File: src/dac_trig_pkg.sv
`default_nettype none
package dac_trig_pkg;
  localparam logic [7:0]  OUT_CODE_ADDR  = 8'h21;
  localparam logic [7:0]  UPPER_ADDR     = 8'h25;
  localparam logic [7:0]  LOWER_ADDR     = 8'h26;
  localparam logic [7:0]  TRIG_ADDR      = 8'hd3;
  localparam logic [15:0] TRIG_RESET     = 16'h0008;
  localparam int          CODE_MSB       = 11;
  localparam int          UNLOCK_MSB     = 15;
  localparam int          UNLOCK_LSB     = 12;
  localparam int          CFG_RESET_BIT  = 9;
  localparam int          RUN_BIT        = 8;
  localparam int          MARGIN_HI_BIT  = 7;
  localparam int          MARGIN_LO_BIT  = 6;
  localparam int          RECALL_BIT     = 5;
  localparam int          SAVE_BIT       = 4;
  localparam int          SWRST_MSB      = 3;
  localparam logic [3:0]  UNLOCK_KEY     = 4'h5;
  localparam logic [3:0]  SWRST_IDLE     = 4'h8;
  localparam logic [3:0]  SWRST_GO       = 4'ha;
  localparam logic [1:0]  SHAPE_TRIANGLE = 2'h0;
  localparam logic [1:0]  SHAPE_SAW_UP   = 2'h1;
  localparam logic [1:0]  SHAPE_SAW_DOWN = 2'h2;
  localparam logic [1:0]  SHAPE_SQUARE   = 2'h3;
  typedef enum logic [1:0] {ST_IDLE, ST_RECALL, ST_SAVE} store_op_t;
endpackage
`default_nettype wire

File: src/dac_trigger_and_code_regs.sv
`default_nettype none
module dac_trigger_and_code_regs #(
  parameter int CODE_W = 10
) (
  input  wire logic              clk_sys,
  input  wire logic              reset,
  input  wire logic              wr_en,
  input  wire logic              rd_en,
  input  wire logic [7:0]        addr,
  input  wire logic [15:0]       wdata,
  output logic      [15:0]       rdata,
  input  wire logic              lock_in,
  input  wire logic [1:0]        waveform_shape_select,
  input  wire logic [15:0]       step_cycles,
  input  wire logic              store_done,
  input  wire logic [CODE_W-1:0] store_out_code,
  input  wire logic [CODE_W-1:0] store_upper_code,
  input  wire logic [CODE_W-1:0] store_lower_code,
  output logic                   store_recall_trigger,
  output logic                   store_save_trigger,
  output logic                   store_busy_flag,
  output logic                   lock_clear,
  output logic                   defaults_load,
  output logic      [CODE_W-1:0] active_code,
  output logic      [CODE_W-1:0] upper_code,
  output logic      [CODE_W-1:0] lower_code
);
  // ------------------------------------------------------------
  // Decode
  // ------------------------------------------------------------
  logic                    bypass_r;
  logic                    waveform_run_bit;
  logic                    margin_hi_r;
  logic                    margin_lo_r;
  logic                    dir_up_r;
  logic [15:0]             timer_r;
  dac_trig_pkg::store_op_t op_r;
  logic                    locked;
  logic                    wr_ok;
  logic                    wr_trig;
  logic                    cfg_rst;
  logic                    sw_rst;
  logic                    defaults;
  logic                    tick;
  logic                    recall_go;
  logic                    save_go;
  logic [CODE_W-1:0]       wcode;

  assign locked   = lock_in && !bypass_r;
  assign wr_ok    = wr_en && !locked;
  assign wr_trig  = wr_ok && (addr == dac_trig_pkg::TRIG_ADDR);
  assign cfg_rst  = wr_trig && wdata[dac_trig_pkg::CFG_RESET_BIT];
  assign sw_rst   = wr_trig &&
                    (wdata[dac_trig_pkg::SWRST_MSB:0] == dac_trig_pkg::SWRST_GO);
  assign defaults = cfg_rst || sw_rst;
  // Narrow parts drop bits 3:2 by taking only the top of the field
  assign wcode    = wdata[dac_trig_pkg::CODE_MSB -: CODE_W];
  assign tick     = (timer_r == 16'h0000);
  assign recall_go = (op_r == dac_trig_pkg::ST_IDLE) &&
                     (sw_rst || (wr_trig && wdata[dac_trig_pkg::RECALL_BIT]));
  assign save_go   = (op_r == dac_trig_pkg::ST_IDLE) && !recall_go && !defaults &&
                     wr_trig && wdata[dac_trig_pkg::SAVE_BIT];

  // ------------------------------------------------------------
  // Unlock path
  // ------------------------------------------------------------
  // The key is honoured even while locked; it is the only way out
  always_ff @(posedge clk_sys or posedge reset)
    if (reset)
    begin
      bypass_r   <= 1'b0;
      lock_clear <= 1'b0;
    end
    else
    begin
      lock_clear <= wr_en && (addr == dac_trig_pkg::TRIG_ADDR) &&
                    (wdata[dac_trig_pkg::UNLOCK_MSB:dac_trig_pkg::UNLOCK_LSB] ==
                     dac_trig_pkg::UNLOCK_KEY);
      if (wr_en && (addr == dac_trig_pkg::TRIG_ADDR) &&
          (wdata[dac_trig_pkg::UNLOCK_MSB:dac_trig_pkg::UNLOCK_LSB] == dac_trig_pkg::UNLOCK_KEY))
        bypass_r <= 1'b1;
      else if (!lock_in)
        bypass_r <= 1'b0;
    end

  // ------------------------------------------------------------
  // Trigger bits
  // ------------------------------------------------------------
  always_ff @(posedge clk_sys or posedge reset)
    if (reset)
    begin
      waveform_run_bit <= 1'b0;
      margin_hi_r      <= 1'b0;
      margin_lo_r      <= 1'b0;
      defaults_load    <= 1'b0;
    end
    else
    begin
      defaults_load <= defaults;
      if (defaults)
      begin
        waveform_run_bit <= 1'b0;
        margin_hi_r      <= 1'b0;
        margin_lo_r      <= 1'b0;
      end
      else
      begin
        if (wr_trig)
          waveform_run_bit <= wdata[dac_trig_pkg::RUN_BIT];
        // Set wins over the arrival clear
        if (wr_trig && wdata[dac_trig_pkg::MARGIN_HI_BIT])
          margin_hi_r <= 1'b1;
        else if (active_code == upper_code)
          margin_hi_r <= 1'b0;
        if (wr_trig && wdata[dac_trig_pkg::MARGIN_LO_BIT])
          margin_lo_r <= 1'b1;
        else if (active_code == lower_code)
          margin_lo_r <= 1'b0;
      end
    end

  // ------------------------------------------------------------
  // Store operations
  // ------------------------------------------------------------
  always_ff @(posedge clk_sys or posedge reset)
    if (reset)
    begin
      op_r                 <= dac_trig_pkg::ST_IDLE;
      store_busy_flag      <= 1'b0;
      store_recall_trigger <= 1'b0;
      store_save_trigger   <= 1'b0;
    end
    else
    begin
      store_recall_trigger <= recall_go;
      store_save_trigger   <= save_go;
      case (op_r)
        dac_trig_pkg::ST_IDLE:
          if (recall_go)
          begin
            op_r            <= dac_trig_pkg::ST_RECALL;
            store_busy_flag <= 1'b1;
          end
          else if (save_go)
          begin
            op_r            <= dac_trig_pkg::ST_SAVE;
            store_busy_flag <= 1'b1;
          end
        default:
          if (store_done)
          begin
            op_r            <= dac_trig_pkg::ST_IDLE;
            store_busy_flag <= 1'b0;
          end
      endcase
    end

  // ------------------------------------------------------------
  // Step timer
  // ------------------------------------------------------------
  always_ff @(posedge clk_sys or posedge reset)
    if (reset)
      timer_r <= 16'h0000;
    else if (tick || defaults)
      timer_r <= step_cycles;
    else
      timer_r <= timer_r - 16'h0001;

  // ------------------------------------------------------------
  // Level codes
  // ------------------------------------------------------------
  always_ff @(posedge clk_sys or posedge reset)
    if (reset)
    begin
      upper_code <= '0;
      lower_code <= '0;
    end
    else if (defaults)
    begin
      upper_code <= '0;
      lower_code <= '0;
    end
    else if (op_r == dac_trig_pkg::ST_RECALL && store_done)
    begin
      upper_code <= store_upper_code;
      lower_code <= store_lower_code;
    end
    else if (wr_ok && addr == dac_trig_pkg::UPPER_ADDR)
      upper_code <= wcode;
    else if (wr_ok && addr == dac_trig_pkg::LOWER_ADDR)
      lower_code <= wcode;

  // ------------------------------------------------------------
  // Active code and waveform
  // ------------------------------------------------------------
  always_ff @(posedge clk_sys or posedge reset)
    if (reset)
    begin
      active_code <= '0;
      dir_up_r    <= 1'b1;
    end
    else if (defaults)
    begin
      active_code <= '0;
      dir_up_r    <= 1'b1;
    end
    else if (op_r == dac_trig_pkg::ST_RECALL && store_done)
      active_code <= store_out_code;
    else if (wr_ok && addr == dac_trig_pkg::OUT_CODE_ADDR)
      active_code <= wcode;
    else if (tick && margin_hi_r && active_code != upper_code)
      active_code <= (active_code < upper_code) ? active_code + 1'b1
                                                : active_code - 1'b1;
    else if (tick && margin_lo_r && !margin_hi_r && active_code != lower_code)
      active_code <= (active_code < lower_code) ? active_code + 1'b1
                                                : active_code - 1'b1;
    else if (tick && waveform_run_bit && !margin_hi_r && !margin_lo_r)
    begin
      // Triangle walks an out-of-band code back one per step; saws jump at or past their wrap end; square alternates upper_code and lower_code
      case (waveform_shape_select)
        dac_trig_pkg::SHAPE_TRIANGLE:
          if (dir_up_r)
          begin
            if (active_code >= upper_code)
              dir_up_r <= 1'b0;
            else
              active_code <= active_code + 1'b1;
          end
          else
          begin
            if (active_code <= lower_code)
              dir_up_r <= 1'b1;
            else
              active_code <= active_code - 1'b1;
          end
        dac_trig_pkg::SHAPE_SAW_UP:
          active_code <= (active_code >= upper_code) ? lower_code : active_code + 1'b1;
        dac_trig_pkg::SHAPE_SAW_DOWN:
          active_code <= (active_code <= lower_code) ? upper_code : active_code - 1'b1;
        default:
          active_code <= (active_code == upper_code) ? lower_code : upper_code;
      endcase
    end

  // ------------------------------------------------------------
  // Read port
  // ------------------------------------------------------------
  // Code registers are write-only and read zero
  always_ff @(posedge clk_sys or posedge reset)
    if (reset)
      rdata <= 16'h0000;
    else if (rd_en)
    begin
      if (addr == dac_trig_pkg::TRIG_ADDR)
        rdata <= dac_trig_pkg::TRIG_RESET |
                 (16'(margin_hi_r) << dac_trig_pkg::MARGIN_HI_BIT) |
                 (16'(margin_lo_r) << dac_trig_pkg::MARGIN_LO_BIT);
      else
        rdata <= 16'h0000;
    end
endmodule // dac_trigger_and_code_regs
`default_nettype wire

File: config.mk
export PLATFORM = sky130hd
export DESIGN_NAME = dac_trigger_and_code_regs
export DESIGN_NICKNAME = d
export VERILOG_FILES = /design/src/dac_trig_pkg.sv /design/src/dac_trigger_and_code_regs.sv
export SDC_FILE = /design/constraint.sdc
export NUM_CORES = 1
export LEC_CHECK = 0
export ABC_CLOCK_PERIOD_IN_PS = 5200
export BUFFER_PORTS_ARGS = -buffer_cell sky130_fd_sc_hd__buf_2
export CORE_MARGIN = 2
export CORE_UTILIZATION = 35
export DETAILED_ROUTE_END_ITERATION = 12
export PLACE_DENSITY = 0.59
export SLEW_MARGIN = 15
export SYNTH_ARGS = -nofsm -noshare
export SYNTH_HDL_FRONTEND = slang
export SYNTH_SLANG_ARGS = --single-unit
File: constraint.sdc
create_clock -name clk_sys -period 5.2 [get_ports clk_sys]
set_input_delay 1.04 -clock clk_sys [delete_from_list [all_inputs] [get_ports clk_sys]]
set_output_delay 1.04 -clock clk_sys [all_outputs]
set_load 0.005 [all_outputs]
==> results of run 1 <==
routing by layer:
layer / routed length, µm / global-route usage
met5: 0 / 0
met3: 1580 / 0.0472
met1: 7990 / 0.318
met4: 641 / 0.0911
met2: 8670 / 0.380
cells in the mapped netlist, types with 4 or more instances:
library cell	number	share of area
a211oi_1	10	0.014
a21o_1	5	0.0070
a21oi_1	51	0.048
a221oi_1	8	0.013
and3_1	5	0.0058
buf_2	9	0.0084
buf_4	13	0.018
clkbuf_1	21	0.015
dfrtp_1	60	0.28
ha_1	23	0.054
inv_1	37	0.026
mux2_2	10	0.021
mux2i_1	23	0.043
nand2_1	106	0.074
nand2b_1	6	0.0070
nand3_1	23	0.021
nand4_1	4	0.0047
nor2_1	46	0.032
nor2b_1	8	0.0093
nor3_1	12	0.011
nor3_2	4	0.0075
nor4_1	6	0.0070
o211ai_1	7	0.0098
o21ai_0	56	0.052
o31ai_1	7	0.0098
xnor2_1	26	0.042
xor2_1	14	0.023
cells in the final DEF, fill, tap and decap left out, types with 12 or more instances in the layout:
cell type	instances
inv_1	36
a21oi_1	51
dfrtp_1	60
xnor2_1	26
conb_1	13
mux2i_1	23
ha_1	23
o21ai_0	56
buf_2	115
nor2_1	45
nor3_1	12
xor2_1	14
nand2_1	106
nand3_1	23
flip-flops by register name, indices dropped and copies added (netlist names):
register              flops
rdata                     3
store_busy_flag           1
active_code              10
lock_clear                1
margin_lo_r               1
upper_code               10
dir_up_r                  1
op_r                      2
waveform_run_bit          1
store_save_trigger        1
bypass_r                  1
margin_hi_r               1
store_recall_trigger      1
lower_code               10
defaults_load             1
timer_r                  16
cell families (layout without fill, tap and decap cells):
group | after synthesis | after routing | share of synthesized area
flops | 61 | 61 | 0.285
simple gates | 250 | 250 | 0.231
xor+xnor | 40 | 40 | 0.0653
other cells | 1 | 13 | 0.000699
buf+inv | 87 | 175 | 0.0749
compound gates | 187 | 187 | 0.226
fa+ha+maj | 23 | 23 | 0.0536
mux | 33 | 33 | 0.0639
power breakdown:
group | switching, mW | internal [mW]
logic | 0.349 | 0.261
clock network | 0.227 | 0.444
registers | 0.111 | 0.545
total | 0.687 | 1.25
final timing paths:
kind                                       end  depth (start not counted)  slack [ps]           start
max in group asynchronous             dir_up_r                          3        3560           reset
worst min-delay path                  bypass_r                          1         480        bypass_r
worst max-delay path             upper_code[0]                          7         840        wdata[3]
min in group asynchronous           timer_r[4]                          2         710           reset
worst min register to register        bypass_r                          1         480        bypass_r
worst max register to register  active_code[2]                          9        1200  active_code[3]
final cells by class:
class                      instances  area (µm²)
multi-input combinational        546        3490
timing repair buffer             120         613
inverter                          39         146
fill                            1575        8750
clock inverter                     4        70.1
tap                              188         235
clock buffer                      12         256
sequential                        61        1530
through the flow:
step,hold WS [ps],power (mW)
final,482,1.94
after global routing,530,2.05
after CTS,487,1.94
after detailed placement,476,1.26
after global placement,470,1.26
after floorplan,454,1.07
critical path, delay by kind of cell:
| family | cells | cell delay, ps |
|---|---|---|
| buffers and inverters | 2 | 1020 |
| multiplexers | 1 | 370 |
| AND/OR/NAND/NOR | 2 | 930 |
| AO/OA/AOI/OAI | 2 | 1210 |
==> run metrics, run 1 <==
drt wl/cell=19.5 µm; type of origin of the critical path=input port; IO Pins=between 100 and 150; Starting Density=0.356; Die X=128 µm; status=completed; final cycle utilization of the critical path=0.838; min Tclk post-route=4360 ps; cts hold-fix bufs=0; worst path cell trace=buf_2 > nor4bb_1 > o21ai_1 > clkinv_1 > nor2_1 > o21ai_2 > mux2_2; post-cts resize count=0; post-synthesis cell type count=75; layout cell share with drive strength beyond 1=0.220; Die H=128 µm; VDD IR-drop max=roughly 190 µV; Pre-antenna DRT Iters=5; Root Buffer=clkbuf_16; warning count from the yosys run=0; CP required=5420 ps; peak fanout along the critical path=25; maxcap violations=0; vias in the first global route=5344; Final Util=0.420; clk_skew=5.55 ps; clk buf depth=2; Core Region=15100 µm²; die area=16300 µm²; Area after DPL=6010 µm²; final wirelength=18900 µm; Seq cells post-synth=61; arrival time at the worst endpoint=roughly 4600 ps; antenna violations before repair=0; clk_lat worst skew=340 ps; vias per cell=5.73; DRT antenna net count=0; n_diodes=0; RSZ-0062 raised after global routing=false; port buffer count=115; postcts setup bufs=0; final setup margin=843 ps; number of synthesized flops with an enable pin=0; largest net degree at the start of global routing=41; vias after detailed routing=between 5000 and 6000; CTS Buf Count=9; Starting DRT DRC Count=approximately 480; Fin. Hold Viols=0; total congestion overflow=0; Avg Cell Area, Syn=7.87 µm²; GPL Wtd Cong=0.896; Area Growth Syn to Fin=18.1%; DP HPWL=around 14000 µm; Final Cell Area=roughly 6300 µm²; Post-Layout Cell Count=970; fin nets=roughly 880; cell area after synthesis=~5400 µm²; placed cells=954; CP max stage cell=clkinv_1; setup TNS=0 ps; Row Count=45; Crit path largest cell delay=between 800 and 900 ps; Lkg Pwr=2.83 nW; PwrDens=306 nW/µm²; drt drc=0; fmax=between 200 and 250 MHz; register area share after synthesis=0.285; Syn Inst Count=682; TritonCTS clock tree=done; class of the tightest hold or removal check=reg -> reg; post-placement setup slack=approximately 560 ps; Slew HR=0.297; Critical Path End Type=flip-flop; TritonCTS Sinks=61; Reg clk slew, reported paths=around 60 ps; kind of critical path=in -> reg; Final setup viols=0; Slew @ Worst Pin=1050 ps; global-route wire length before repair=30000 µm; Async SR Flop Fraction=1.00; Pins Over Slew Limit=0; ys flop type=dfrtp_1; H-tree depth=3; Tot GR Track Use=0.238
Note: power is estimated with default switching activity, not from simulation.
==> inputs of run 2 (changes only) <==
--- a/config.mk
+++ b/config.mk
@@ -5,12 +5,13 @@
 export SDC_FILE = /design/constraint.sdc
 export NUM_CORES = 1
 export LEC_CHECK = 0
-export ABC_CLOCK_PERIOD_IN_PS = 5200
+export ABC_AREA = 1
+export ABC_CLOCK_PERIOD_IN_PS = 3850
 export BUFFER_PORTS_ARGS = -buffer_cell sky130_fd_sc_hd__buf_2
 export CORE_MARGIN = 2
 export CORE_UTILIZATION = 35
 export DETAILED_ROUTE_END_ITERATION = 12
-export PLACE_DENSITY = 0.59
+export PLACE_DENSITY = 0.61
 export SLEW_MARGIN = 15
 export SYNTH_ARGS = -nofsm -noshare
 export SYNTH_HDL_FRONTEND = slang
==> constraint.sdc (replaced) <==
create_clock -name clk_sys -period 3.85 [get_ports clk_sys]
set_input_delay 0.77 -clock clk_sys [delete_from_list [all_inputs] [get_ports clk_sys]]
set_output_delay 0.77 -clock clk_sys [all_outputs]
set_load 0.005 [all_outputs]
==> run metrics, run 2 <==
Crit path largest cell delay=560 ps; clock group share of total power=0.290; drt wl/cell=15.8 µm; n_diodes=0; Tot GR Track Use=0.223; Pins Over Slew Limit=0; R2R setup slack=560 ps; IO Pins=129; TritonCTS clock tree=done; DRT antenna net count=0; reg-to-reg startpoint=active_code[0]; ys flop type=dfrtp_1; M1 GR Usage=0.295; die area=around 17000 µm²; peak fanout along the critical path=18; Syn Inst Count=about 830; commonest non-fill, non-tap cell in the layout=nand2_1; port buffer count=115; Logic pwr share=0.399; Die H=129 µm; TritonCTS Sinks=61; CP max stage cell=dfrtp_1; post-cts resize count=0; CP required=4060 ps; final setup margin=557 ps; most frequent CP cell=inv_1; final hold slack=between 400 and 500 ps; Reg clk slew, reported paths=50 ps; max FFs per register=16; most frequent cells in the layout=209 x nand2_1, 115 x buf_2, 114 x inv_1, 96 x nor2_1, 70 x nand3_1; most frequent cells after synthesis=209 x nand2_1, 115 x inv_1, 96 x nor2_1; clk_skew=~6.3 ps; register area share after synthesis=0.280; GR peak layer=met2; Worst path top cell family by delay=simple AND/OR/NAND/NOR gates; Async SR Flop Fraction=1.00; Final setup viols=0; Seq cells post-synth=61; Starting Density=0.358; largest cells by area after synthesis=dfrtp_1 27%, nand2_1 14%, inv_1 7.9%, nor2_1 6.6%, nand3_1 6.4%; DP HPWL=between 10000 and 15000 µm; Die X=129 µm; Root Buffer=clkbuf_16; vias per cell=5.08; multi-input logic area=roughly 3300 µm²; fillers=1684; Row Count=45; Starting DRT DRC Count=about 430; maxcap violations=0; status=completed; class of the tightest hold or removal check=reg -> reg; cts hold-fix bufs=0; Slew @ Worst Pin=1060 ps; Reg with most FFs=timer_r; CP endpoint=active_code[1]; kind of critical path=reg -> reg; Critical Path End Type=flip-flop; vias after detailed routing=5872; CP Buf/Inv Count=4; largest area contributor in the netlist=dfrtp_1; switch share=0.409; vias in the first global route=about 5500; worst path cell trace=inv_1 > ha_1 > nand2_1 > inv_1 > nand3_2 > nand4_1 > nand3_1 > nand2_1 > inv_1 > o21ai_2 > buf_4 > nand2_2 > nor2_1 > a21oi_2; Avg Cell Area, Syn=around 6.6 µm²; drt drc=0; PwrDens=468 nW/µm²; VDD IR-drop max=285 µV; Slew HR=0.294; Pre-antenna DRT Iters=5; min Tclk post-route=3290 ps; Core Region=15300 µm²; final cycle utilization of the critical path=0.855; Pwr Total=3.05 mW; NetSw=roughly 1.2 mW; arrival time at the worst endpoint=about 3500 ps; CP Launch Point=active_code[0]; Internal=1.80 mW; total congestion overflow=0; R2R Path End=active_code[1]; clk_lat worst skew=330 ps; number of synthesized flops with an enable pin=0; cell area after synthesis=5470 µm²; H-tree depth=3; post-placement setup slack=600 ps; Reg2Reg Depth=14; register area=1530 µm²; met2 usage=0.361; layout cell share with drive strength beyond 1=0.207; Stages on worst setup path=14; Fin. Hold Viols=0; top-count cell post-synth=nand2_1; hold path depth=1; type of origin of the critical path=flip-flop; largest net degree at the start of global routing=50; fin nets=1043; grt met3 use=0.0407; antenna violations before repair=0; GPL Wtd Cong=roughly 0.96; post-synthesis cell type count=45; setup TNS=0 ps; Lkg Pwr=roughly 3.5 nW; warning count from the yosys run=0; postcts setup bufs=0; RSZ-0062 raised after global routing=false; fmax=304 MHz; Reg power frac=0.311; clk buf depth=2; CTS Buf Count=9; Yosys top cell area share=0.275; global-route wire length before repair=28800 µm; Area Growth Syn to Fin=19.1%; final wirelength=18300 µm
-- run 2: cell count changes after synthesis, sizes merged, moves of 12 or more --
cell and delta:
clkbuf -13, o21ai -30, nand2 +110, mux2i -22
inv +88, nand4 +12, nor2 +61, xnor2 -24
a31oi +23, nand3 +51
-- run 2: logic make-up after synthesis --
family	share of synthesized area
buf+inv	0.132
mux	0.00183
fa+ha+maj	0.0527
flops	0.280
other cells	0.000686
xor+xnor	0.0272
simple gates	0.362
compound gates	0.144
-- run 2: routing by layer --
metal  wire length, µm  up-vias  part of all wire
met2              8470      216              0.46
met1              7950     2716              0.44
met4               609        0             0.033
li1                  -     2899                 -
met3              1230       41             0.067
met5                 0        -                 0
-- run 2: how the worst min path moves through the flow --
stage / start / end / slack [ps]
6_report: bypass_r / bypass_r / 480
5_1_grt: bypass_r / bypass_r / 520
4_1_cts: bypass_r / bypass_r / 490
3_5_place_dp: bypass_r / bypass_r / 470
3_3_place_gp: waveform_run_bit / waveform_run_bit / 470
2_1_floorplan: waveform_run_bit / waveform_run_bit / 450
-- run 2: power by group through the flow --
| stage | Clock [mW] | Sequential [mW] | Combinational [mW] |
|---|---|---|---|
| 2_1_floorplan | 0 | 0.898 | 0.873 |
| 3_3_place_gp | 0 | 0.959 | 1.20 |
| 3_5_place_dp | 0 | 0.955 | 1.20 |
| 4_1_cts | 0.898 | 0.946 | 1.21 |
| 5_1_grt | 0.921 | 0.966 | 1.39 |
| 6_report | 0.883 | 0.948 | 1.22 |
-- run 2: per-stage QoR --
stage / cell area (µm²) / utilization / instances
global placement: 6180 / 0.405 / 1142
CTS: 6510 / 0.427 / 1157
detailed placement: 6180 / 0.405 / 1142
global route: 6510 / 0.427 / 1157
finish: 6510 / 0.427 / 1157
floorplan: 5510 / - / 845
-- run 2: area by class of cell --
type | instances | share of cell area
clock buffers | 12 | 0.0394
clock inverters | 3 | 0.0106
inverters | 126 | 0.0728
multi-input cells | 619 | 0.502
flip-flops and latches | 61 | 0.235
well taps | 211 | 0.0406
repair buffers | 125 | 0.0999
-- run 2: worst reg2reg max path, cell delays in order, from the launching register on --
cell	delay [ps]
dfrtp_1	560
inv_1	270
ha_1	350
nand2_1	50
inv_1	60
nand3_2	280
nand4_1	510
nand3_1	180
nand2_1	120
inv_1	50
o21ai_2	100
buf_4	240
nand2_2	180
nor2_1	170
a21oi_2	40
